$ cat src/rtl/cgc_regs.vh
// How it works
// [RULE_01] Channel 2: VCO divider above output divider.
// [RULE_02] Channel 3 uses the same divider layout.
// [RULE_03] Signed 8-bit spread step size stored.
// [RULE_04] Nine-bit step count across two registers.
// [RULE_05] Update tick divides reference tick by divisor.
// [RULE_06] Alternate PLL1 loop ratio used when pin high.
// [RULE_07] Alternate channel 0 and 1 dividers.
// [RULE_08] Alternate PLL2 loop ratio used when pin high.
// [RULE_09] Alternate numerator and denominator span three registers.
// [RULE_10] Alternate channel 3 below channel 2 address.
// [RULE_11] Output styles and channel 2/3 powerdowns decoded.
// [RULE_12] Alternate set applies only while pin high.
// [RULE_13] PLL powerdowns and reference divider select bit.
`ifndef CGC_REGS_VH
`define CGC_REGS_VH

`define CGC_SLAVE_ADDR 7'h40

`define CGC_OFF_CH2_DIV 8'h25
`define CGC_OFF_CH3_DIV 8'h26
`define CGC_OFF_CH_SYNC 8'h27
`define CGC_OFF_STEP_SIZE 8'h2a
`define CGC_OFF_COUNT_HIGH 8'h2b
`define CGC_OFF_COUNT_LOW_RATE 8'h2c
`define CGC_OFF_ALT_PLL1_FB 8'h30
`define CGC_OFF_ALT_CH0_DIV 8'h31
`define CGC_OFF_ALT_CH1_DIV 8'h32
`define CGC_OFF_ALT_PLL2_FB 8'h33
`define CGC_OFF_ALT_NUM_HIGH 8'h34
`define CGC_OFF_ALT_NUM_DEN 8'h35
`define CGC_OFF_ALT_DEN_LOW 8'h36
`define CGC_OFF_ALT_CH3_DIV 8'h37
`define CGC_OFF_ALT_CH2_DIV 8'h38
`define CGC_OFF_FORMAT_PD 8'h3a
`define CGC_OFF_REF_OUT_PD 8'h3b
`define CGC_OFF_PLL_PD 8'h3d

`define CGC_RST_CH2_DIV 8'h86
`define CGC_RST_CH3_DIV 8'h92
`define CGC_RST_ALT_PLL1_FB 6'h14
`define CGC_RST_ALT_CH0_DIV 8'h84
`define CGC_RST_ALT_CH1_DIV 8'h85
`define CGC_RST_ALT_PLL2_FB 6'h16
`define CGC_RST_ALT_CH3_DIV 8'h86
`define CGC_RST_ALT_CH2_DIV 8'h46

`define CGC_BIT_COUNT_LSB 7
`define CGC_BIT_CH2_PD 6
`define CGC_BIT_CH3_PD 7
`define CGC_BIT_PLL1_PD 3
`define CGC_BIT_PLL2_PD 2
`define CGC_BIT_REF_DIV 1
`define CGC_BIT_SYNC 0
`define CGC_BIT_REF_OUT_PD 0

`define CGC_I2C_BITS 4'h8

`endif

$ cat src/rtl/cgc_config_regs.v
`timescale 1ns/1ps
`include "cgc_regs.vh"

module cgc_config_regs #(
  parameter [6:0] SLAVE_ADDR = `CGC_SLAVE_ADDR
) (
  input wire mclk,
  input wire nrst,
  input wire scl_in,
  input wire sda_in,
  output wire sda_out,
  output wire sda_oe,
  input wire alt_freq_select_pin,
  input wire ref_div_tick,
  input wire [5:0] norm_pll1_loop_ratio,
  input wire [7:0] norm_ch0_div,
  input wire [7:0] norm_ch1_div,
  input wire [5:0] norm_pll2_loop_ratio,
  input wire [11:0] norm_sigma_delta_numerator,
  input wire [11:0] norm_sigma_delta_denominator,
  output reg [2:0] ch0_vco_div,
  output reg [4:0] ch0_out_div,
  output reg [2:0] ch1_vco_div,
  output reg [4:0] ch1_out_div,
  output reg [2:0] ch2_vco_div,
  output reg [4:0] ch2_out_div,
  output reg [2:0] ch3_vco_div,
  output reg [4:0] ch3_out_div,
  output reg [5:0] pll1_loop_ratio,
  output reg [5:0] pll2_loop_ratio,
  output reg [11:0] sigma_delta_numerator,
  output reg [11:0] sigma_delta_denominator,
  output wire pll2_channel_align,
  output wire [7:0] spread_step_size,
  output wire [8:0] spread_step_count,
  output wire [6:0] spread_update_divisor,
  output reg spread_update_tick,
  output wire [2:0] pll1_output_style,
  output wire [2:0] pll2_output_style,
  output wire ch2_powerdown,
  output wire ch3_powerdown,
  output wire refclk_output_off,
  output wire pll1_off,
  output wire pll2_off,
  output wire ref_div_by_two
);

  wire wr_strobe;
  wire [7:0] wr_addr;
  wire [7:0] wr_data;

  reg [7:0] ch2_div_reg;
  reg [7:0] ch3_div_reg;
  reg sync_reg;
  reg [7:0] step_size_reg;
  reg [7:0] count_high_reg;
  reg [7:0] count_low_rate_reg;
  reg [5:0] alt_pll1_fb_reg;
  reg [7:0] alt_ch0_div_reg;
  reg [7:0] alt_ch1_div_reg;
  reg [5:0] alt_pll2_fb_reg;
  reg [7:0] alt_num_high_reg;
  reg [7:0] alt_num_den_reg;
  reg [7:0] alt_den_low_reg;
  reg [7:0] alt_ch3_div_reg;
  reg [7:0] alt_ch2_div_reg;
  reg [7:0] format_pd_reg;
  reg ref_out_pd_reg;
  reg [2:0] pll_pd_reg;
  reg [6:0] tick_cnt_reg;
  reg [6:0] tick_cnt_next;
  reg tick_next;

  wire [11:0] ch0_sel;
  wire [11:0] ch1_sel;
  wire [11:0] ch2_sel;
  wire [11:0] ch3_sel;
  wire [11:0] pll1_sel;
  wire [11:0] pll2_sel;

  // Picks the alternate value when the select pin is high.
  function [11:0] pick_set;
    input use_alt;
    input [11:0] alt_val;
    input [11:0] norm_val;
    begin
      pick_set = use_alt ? alt_val : norm_val;
    end
  endfunction

  cgc_i2c_write #(
    .SLAVE_ADDR(SLAVE_ADDR)
  ) u_i2c (
    .mclk(mclk),
    .nrst(nrst),
    .scl_in(scl_in),
    .sda_in(sda_in),
    .sda_out(sda_out),
    .sda_oe(sda_oe),
    .wr_strobe(wr_strobe),
    .wr_addr(wr_addr),
    .wr_data(wr_data)
  );

  // Addresses outside this bank are ignored.
  always @(posedge mclk)
  begin
    if (!nrst)
    begin
      ch2_div_reg <= `CGC_RST_CH2_DIV;
      ch3_div_reg <= `CGC_RST_CH3_DIV;
      sync_reg <= 1'b0;
      step_size_reg <= 8'h00;
      count_high_reg <= 8'h00;
      count_low_rate_reg <= 8'h00;
      alt_pll1_fb_reg <= `CGC_RST_ALT_PLL1_FB;
      alt_ch0_div_reg <= `CGC_RST_ALT_CH0_DIV;
      alt_ch1_div_reg <= `CGC_RST_ALT_CH1_DIV;
      alt_pll2_fb_reg <= `CGC_RST_ALT_PLL2_FB;
      alt_num_high_reg <= 8'h00;
      alt_num_den_reg <= 8'h00;
      alt_den_low_reg <= 8'h00;
      alt_ch3_div_reg <= `CGC_RST_ALT_CH3_DIV;
      alt_ch2_div_reg <= `CGC_RST_ALT_CH2_DIV;
      format_pd_reg <= 8'h00;
      ref_out_pd_reg <= 1'b0;
      pll_pd_reg <= 3'h0;
    end
    else if (wr_strobe)
    begin
      case (wr_addr)
        // [RULE_01] Channel 2 divider.
        `CGC_OFF_CH2_DIV:
        begin
          ch2_div_reg <= wr_data;
        end
        // [RULE_02] Channel 3 divider.
        `CGC_OFF_CH3_DIV:
        begin
          ch3_div_reg <= wr_data;
        end
        `CGC_OFF_CH_SYNC:
        begin
          sync_reg <= wr_data[`CGC_BIT_SYNC];
        end
        // [RULE_03] Signed step size.
        `CGC_OFF_STEP_SIZE:
        begin
          step_size_reg <= wr_data;
        end
        // [RULE_04] Step count high bits.
        `CGC_OFF_COUNT_HIGH:
        begin
          count_high_reg <= wr_data;
        end
        `CGC_OFF_COUNT_LOW_RATE:
        begin
          count_low_rate_reg <= wr_data;
        end
        // [RULE_06] Alternate PLL1 ratio.
        `CGC_OFF_ALT_PLL1_FB:
        begin
          alt_pll1_fb_reg <= wr_data[5:0];
        end
        // [RULE_07] Alternate channel 0/1.
        `CGC_OFF_ALT_CH0_DIV:
        begin
          alt_ch0_div_reg <= wr_data;
        end
        `CGC_OFF_ALT_CH1_DIV:
        begin
          alt_ch1_div_reg <= wr_data;
        end
        // [RULE_08] Alternate PLL2 ratio.
        `CGC_OFF_ALT_PLL2_FB:
        begin
          alt_pll2_fb_reg <= wr_data[5:0];
        end
        // [RULE_09] Fraction word bytes.
        `CGC_OFF_ALT_NUM_HIGH:
        begin
          alt_num_high_reg <= wr_data;
        end
        `CGC_OFF_ALT_NUM_DEN:
        begin
          alt_num_den_reg <= wr_data;
        end
        `CGC_OFF_ALT_DEN_LOW:
        begin
          alt_den_low_reg <= wr_data;
        end
        // [RULE_10] Alternate channel 3/2.
        `CGC_OFF_ALT_CH3_DIV:
        begin
          alt_ch3_div_reg <= wr_data;
        end
        `CGC_OFF_ALT_CH2_DIV:
        begin
          alt_ch2_div_reg <= wr_data;
        end
        // [RULE_11] Format and powerdown.
        `CGC_OFF_FORMAT_PD:
        begin
          format_pd_reg <= wr_data;
        end
        `CGC_OFF_REF_OUT_PD:
        begin
          ref_out_pd_reg <= wr_data[`CGC_BIT_REF_OUT_PD];
        end
        // [RULE_13] PLL powerdown bits.
        `CGC_OFF_PLL_PD:
        begin
          pll_pd_reg <= wr_data[`CGC_BIT_PLL1_PD:`CGC_BIT_REF_DIV];
        end
        default:
        begin
          sync_reg <= sync_reg;
        end
      endcase
    end
  end

  // [RULE_12] Pin selects set.
  assign ch0_sel = pick_set(alt_freq_select_pin, {4'h0, alt_ch0_div_reg}, {4'h0, norm_ch0_div});
  assign ch1_sel = pick_set(alt_freq_select_pin, {4'h0, alt_ch1_div_reg}, {4'h0, norm_ch1_div});
  assign ch2_sel = pick_set(alt_freq_select_pin, {4'h0, alt_ch2_div_reg}, {4'h0, ch2_div_reg});
  assign ch3_sel = pick_set(alt_freq_select_pin, {4'h0, alt_ch3_div_reg}, {4'h0, ch3_div_reg});
  assign pll1_sel = pick_set(alt_freq_select_pin, {6'h00, alt_pll1_fb_reg}, {6'h00, norm_pll1_loop_ratio});
  assign pll2_sel = pick_set(alt_freq_select_pin, {6'h00, alt_pll2_fb_reg}, {6'h00, norm_pll2_loop_ratio});

  // Registering the selected set keeps a pin glitch from reaching the dividers combinationally.
  always @(posedge mclk)
  begin
    if (!nrst)
    begin
      ch0_vco_div <= 3'h0;
      ch0_out_div <= 5'h00;
      ch1_vco_div <= 3'h0;
      ch1_out_div <= 5'h00;
      ch2_vco_div <= 3'h0;
      ch2_out_div <= 5'h00;
      ch3_vco_div <= 3'h0;
      ch3_out_div <= 5'h00;
      pll1_loop_ratio <= 6'h00;
      pll2_loop_ratio <= 6'h00;
      sigma_delta_numerator <= 12'h000;
      sigma_delta_denominator <= 12'h000;
    end
    else
    begin
      // [RULE_07] Channel 0/1 fields.
      {ch0_vco_div, ch0_out_div} <= ch0_sel[7:0];
      {ch1_vco_div, ch1_out_div} <= ch1_sel[7:0];
      // [RULE_10] Channel 2/3 fields.
      {ch2_vco_div, ch2_out_div} <= ch2_sel[7:0];
      {ch3_vco_div, ch3_out_div} <= ch3_sel[7:0];
      // [RULE_06] PLL1 ratio select.
      pll1_loop_ratio <= pll1_sel[5:0];
      // [RULE_08] PLL2 ratio select.
      pll2_loop_ratio <= pll2_sel[5:0];
      // [RULE_09] Assemble numerator, denominator.
      sigma_delta_numerator <= pick_set(alt_freq_select_pin, {alt_num_high_reg, alt_num_den_reg[7:4]},
        norm_sigma_delta_numerator);
      sigma_delta_denominator <= pick_set(alt_freq_select_pin, {alt_num_den_reg[3:0], alt_den_low_reg},
        norm_sigma_delta_denominator);
    end
  end

  // [RULE_04] Nine-bit count assembly.
  assign spread_step_count = {count_high_reg, count_low_rate_reg[`CGC_BIT_COUNT_LSB]};
  assign spread_update_divisor = count_low_rate_reg[6:0];
  assign spread_step_size = step_size_reg;
  assign pll2_channel_align = sync_reg;
  assign pll1_output_style = format_pd_reg[2:0];
  assign pll2_output_style = format_pd_reg[5:3];
  assign ch2_powerdown = format_pd_reg[`CGC_BIT_CH2_PD];
  assign ch3_powerdown = format_pd_reg[`CGC_BIT_CH3_PD];
  assign refclk_output_off = ref_out_pd_reg;
  assign pll1_off = pll_pd_reg[2];
  assign pll2_off = pll_pd_reg[1];
  assign ref_div_by_two = pll_pd_reg[0];

  // [RULE_05] Update tick divider.
  // A divisor of zero halts updates, so a cleared register cannot sweep the fraction.
  always @*
  begin
    tick_cnt_next = tick_cnt_reg;
    tick_next = 1'b0;
    if (spread_update_divisor == 7'h00)
    begin
      tick_cnt_next = 7'h00;
    end
    else if (ref_div_tick)
    begin
      if (tick_cnt_reg >= spread_update_divisor - 7'h01)
      begin
        tick_cnt_next = 7'h00;
        tick_next = 1'b1;
      end
      else
      begin
        tick_cnt_next = tick_cnt_reg + 7'h01;
      end
    end
  end

  always @(posedge mclk)
  begin
    if (!nrst)
    begin
      tick_cnt_reg <= 7'h00;
      spread_update_tick <= 1'b0;
    end
    else
    begin
      tick_cnt_reg <= tick_cnt_next;
      spread_update_tick <= tick_next;
    end
  end

endmodule // cgc_config_regs

$ cat src/rtl/cgc_i2c_write.v
`timescale 1ns/1ps
`include "cgc_regs.vh"

module cgc_i2c_write #(
  parameter [6:0] SLAVE_ADDR = `CGC_SLAVE_ADDR
) (
  input wire mclk,
  input wire nrst,
  input wire scl_in,
  input wire sda_in,
  output reg sda_out,
  output reg sda_oe,
  output reg wr_strobe,
  output reg [7:0] wr_addr,
  output reg [7:0] wr_data
);

  localparam [2:0] ST_IDLE = 3'b001;
  localparam [2:0] ST_SHIFT = 3'b010;
  localparam [2:0] ST_ACK = 3'b100;
  localparam [1:0] PH_ADDR = 2'h0;
  localparam [1:0] PH_SUB = 2'h1;
  localparam [1:0] PH_DATA = 2'h2;

  reg [2:0] state_reg;
  reg [1:0] phase_reg;
  reg [3:0] bit_cnt_reg;
  reg [7:0] shift_reg;
  reg scl_q_reg;
  reg sda_q_reg;
  wire scl_rise;
  wire scl_fall;
  wire bus_start;
  wire bus_stop;

  assign scl_rise = scl_in & ~scl_q_reg;
  assign scl_fall = ~scl_in & scl_q_reg;
  assign bus_start = scl_in & scl_q_reg & sda_q_reg & ~sda_in;
  assign bus_stop = scl_in & scl_q_reg & ~sda_q_reg & sda_in;

  // Reads are not acknowledged because every register here is write-only.
  always @(posedge mclk)
  begin
    if (!nrst)
    begin
      state_reg <= ST_IDLE;
      phase_reg <= PH_ADDR;
      bit_cnt_reg <= 4'h0;
      shift_reg <= 8'h00;
      scl_q_reg <= 1'b1;
      sda_q_reg <= 1'b1;
      sda_out <= 1'b0;
      sda_oe <= 1'b0;
      wr_strobe <= 1'b0;
      wr_addr <= 8'h00;
      wr_data <= 8'h00;
    end
    else
    begin
      scl_q_reg <= scl_in;
      sda_q_reg <= sda_in;
      sda_out <= 1'b0;
      wr_strobe <= 1'b0;
      if (bus_start)
      begin
        state_reg <= ST_SHIFT;
        phase_reg <= PH_ADDR;
        bit_cnt_reg <= 4'h0;
        sda_oe <= 1'b0;
      end
      else if (bus_stop)
      begin
        state_reg <= ST_IDLE;
        sda_oe <= 1'b0;
      end
      else
      begin
        case (state_reg)
          ST_IDLE:
          begin
            sda_oe <= 1'b0;
          end
          ST_SHIFT:
          begin
            if (scl_rise && bit_cnt_reg != `CGC_I2C_BITS)
            begin
              shift_reg <= {shift_reg[6:0], sda_in};
              bit_cnt_reg <= bit_cnt_reg + 4'h1;
            end
            else if (scl_fall && bit_cnt_reg == `CGC_I2C_BITS)
            begin
              if (phase_reg == PH_ADDR && shift_reg != {SLAVE_ADDR, 1'b0})
              begin
                state_reg <= ST_IDLE;
              end
              else
              begin
                state_reg <= ST_ACK;
                sda_oe <= 1'b1;
                if (phase_reg == PH_SUB)
                begin
                  wr_addr <= shift_reg;
                end
                if (phase_reg == PH_DATA)
                begin
                  wr_data <= shift_reg;
                  wr_strobe <= 1'b1;
                end
              end
            end
          end
          ST_ACK:
          begin
            if (scl_fall)
            begin
              sda_oe <= 1'b0;
              state_reg <= ST_SHIFT;
              bit_cnt_reg <= 4'h0;
              if (phase_reg == PH_DATA)
              begin
                wr_addr <= wr_addr + 8'h01;
              end
              else
              begin
                phase_reg <= phase_reg + 2'h1;
              end
            end
          end
          default:
          begin
            state_reg <= ST_IDLE;
            sda_oe <= 1'b0;
          end
        endcase
      end
    end
  end

endmodule // cgc_i2c_write

$ cat config.mk
export PLATFORM = sky130hd
export DESIGN_NAME = cgc_config_regs
export DESIGN_NICKNAME = d
export VERILOG_FILES = /design/src/rtl/cgc_config_regs.v /design/src/rtl/cgc_i2c_write.v
export VERILOG_INCLUDE_DIRS = /design/src /design/src/rtl
export SDC_FILE = /design/constraint.sdc
export NUM_CORES = 1
export LEC_CHECK = 0
export BUFFER_PORTS_ARGS = -buffer_cell sky130_fd_sc_hd__buf_2
export CAP_MARGIN = 20
export CORE_ASPECT_RATIO = 0.9
export CORE_UTILIZATION = 50
export DETAILED_ROUTE_END_ITERATION = 12
export GPL_TIMING_DRIVEN = 0
export PLACE_DENSITY = 0.77
export SLEW_MARGIN = 20
export SYNTH_ARGS = -nofsm -noshare
export SYNTH_HDL_FRONTEND = slang
export SYNTH_HIERARCHICAL = 1
export SYNTH_SLANG_ARGS = --single-unit
$ cat constraint.sdc
create_clock -name mclk -period 2 [get_ports mclk]
set_input_delay 0.4 -clock mclk [delete_from_list [all_inputs] [get_ports mclk]]
set_output_delay 0.4 -clock mclk [all_outputs]
set_load 0.01 [all_outputs]
==> impl_metrics.csv <==
group,metric,value,unit
power_and_ir_drop,p_leak,5.17,nW
timing,tightest_slew,715,ps
placed_design,post-dp-hpwl,16700,µm
layout,antenna_cells,0,
global_route,grt_first_pass_wirelength,37700,µm
drt,avgRoutedWirePerCell,16.8,µm
floorplan,die-area,0.0193,mm²
timing,slew_headroom,52.3,%
floorplan,core-area,0.0184,mm²
layout,nFillCells,1507,
cts,clock-sinks,234,
layout,seqCellArea,0.00471,mm²
yosys,ys.flop_type,"dfxtp_1",
yosys,synth_edf_count,0,
timing,max_freq,485,MHz
placed_design,pre_cts_slack,-314,ps
cts,cts_tree,"built",
global_route,antenna_found_initial,0,
global_route,grt_start_max_net_pins,14,
power_and_ir_drop,ir_drop,0.563,mV
floorplan,io_pins,166,
yosys,ys_types,59,
drt,routed_wirelength,24100,µm
layout,drive_above_1_share,24.6,%
cts,clk_path_buf_depth,3,
yosys,synth.top_cell.area_share,49.9,%
worst_setup_path,start_kind,"flip-flop",
yosys,syn_nets,1041,
yosys,yosys_warnings,6,
worst_setup_path,worstPathRequired,2390,ps
timing,post-route-min-period,2060,ps
layout,syn_to_final_growth,23.0,%
cts,numCtsBuffers,24,
timing,skew,18.1,ps
yosys,synth_commonest_cells,"dfxtp_1 (234), mux2i_1 (119), nand2_1 (107)",
floorplan,die_x,146,µm
floorplan,num_rows,47,
hold_path,hp-start,"norm_sigma_delta_numerator[11]",
outcome,status,"complete, but fails checks",
drt,drcViolationCount,0,
timing,finalHoldViolations,0,
drt,vias_per_cell,5.38,
cts,clock_latency,510,ps
timing,tns,-74.4,ps
cts,clockRootBuffer,"clkbuf_16",
floorplan,fp.dieH,132,µm
timing,slew_violations,0,
drt,detail-route-antenna-nets,0,
placed_design,gp_congestion,0.888,
layout,finalNetCount,1244,
drt,num_vias,7696,
hold_path,hold_class,"in -> reg",
placed_design,io_buffers,160,
yosys,netlist_top_cells_area,"dfxtp_1 (50%), mux2i_1 (13%), nor2b_1 (6.1%)",
cts,htreeDepth,1,
yosys,yosysMostFrequentCell,"dfxtp_1",
worst_setup_path,crit_path_max_fanout,8,
yosys,ys_ff_latch,234,
layout,multi_input_area,0.00450,mm²
global_route,first_global_vias,7163,
cts,clk_pin_slew,60,ps
drt,drt-pass1-iter-count,5,
timing,rsz0062_at_grt,"yes",
layout,top_regs,"sigma_delta_denominator x12, sigma_delta_numerator x12",
global_route,grtUsageTotal,24.2,%
yosys,ys_seq_area_share,49.9,%
worst_setup_path,crit_path_start,"count_low_rate_reg[0]$_SDFFE_PN0P_",
worst_setup_path,timing.rr.start,"count_low_rate_reg[0]$_SDFFE_PN0P_",
floorplan,start_util,51.0,%
global_route,overflow,0,
yosys,netlist_instances,967,
drt,drt_iter0_drc,474,
yosys,async_flop_share,0,%
yosys,syn_area,0.00939,mm²
power_and_ir_drop,p_per_area,814,mW/mm²
timing,hold_slack,143,ps
worst_setup_path,critPathKind,"reg -> reg",
yosys,synth_top_area_cell,"dfxtp_1",
yosys,syn-mean-instance-area,9.71,µm²
timing,fin_crit_sh,103,%
timing,fin_ws,-63.0,ps
cts,cts_hold_buf,0,
timing,final-setup-viol-count,3,
flow_run,cap_viol_max_count,0,
worst_setup_path,cp-end-kind,"flip-flop",
outcome,failed_checks,"negative setup slack",
worst_setup_path,arrival,2450,ps
layout make-up:
class,count,area share (%)
Multi-Input combinational cell,654,39.0
Inverter,10,0.325
Tap cell,245,2.65
Buffer,68,2.82
Sequential cell,234,40.7
Clock buffer,37,6.24
Timing Repair Buffer,178,8.10
Clock inverter,4,0.173
layout by cell type (no fill, tap or decap), drive strengths merged, types with 6 or more instances in the layout:
| cell type | netlist | routed |
|---|---|---|
| a211oi | 6 | 6 |
| a21boi | 8 | 8 |
| a21oi | 8 | 8 |
| buf | 33 | 212 |
| clkbuf | 36 | 71 |
| dfxtp | 234 | 234 |
| ha | 16 | 16 |
| inv | 10 | 10 |
| mux2i | 119 | 119 |
| nand2 | 109 | 109 |
| nand3 | 86 | 86 |
| nand4 | 16 | 16 |
| nor2 | 14 | 14 |
| nor2b | 92 | 92 |
| nor3 | 12 | 12 |
| nor3b | 6 | 6 |
| o21ai | 93 | 93 |
| xnor2 | 7 | 7 |
| xor2 | 9 | 9 |
per-stage QoR:
stage          instance area [µm²]  utilization [%]  instances  power, W
2_1_floorplan                 9410                -        967   0.00510
3_3_place_gp                 10500             57.1       1372   0.00527
3_5_place_dp                 10500             57.1       1372   0.00528
4_1_cts                      11400             61.9       1421   0.00945
5_1_grt                      11600             62.8       1430   0.00967
6_report                     11600             62.8       1430   0.00940
cell families after synthesis:
family / synth area share [%]
and+or+nand+nor: 21.5
DFF: 49.9
AOI/OAI and AO/OA: 8.50
muxes: 12.7
buffers and inverters: 3.80
adders and majority gates: 2.13
xor gates and xnor gates: 1.49
other: 0.0399
worst max-delay path, stage by stage, from the launching register on:
cell	delay, ps
dfxtp_4	360
nor3_4	190
nor3b_4	210
xnor2_1	150
ha_1	290
a211oi_2	240
o2bb2ai_2	100
a31o_4	260
nor2b_1	140
layer usage:
metal / up-vias / GRT usage [%] / part of all wire (%)
met5: - / 0 / 0
met4: 0 / 6.94 / 2.6
met3: 47 / 3.56 / 5.5
met2: 258 / 39.2 / 46
met1: 3633 / 33.4 / 46
li1: 3758 / - / -
power by group:
group	switching, W	internal, W
registers	0.0000181	0.00471
clock network	0.00176	0.00246
logic	0.000253	0.000190
total	0.00203	0.00737
path summary, 6_finish.rpt:
check	slack [ps]	end	cells after the start
max	-60	spread_update_tick$_SDFF_PP0_	8
min	140	sigma_delta_numerator[11]$_SDFF_PN0_	3
max reg2reg	-60	spread_update_tick$_SDFF_PP0_	8
min reg2reg	450	count_high_reg[5]$_SDFFE_PN0P_	2
what timing repair did:
action / in CTS / in global routing
buffers inserted: 8 / 10
gates resized for setup: 19 / 31
pin swaps: 13 / 14
setup endpoints to repair: 24 / 40
Note: power is estimated with default switching activity, not from simulation.
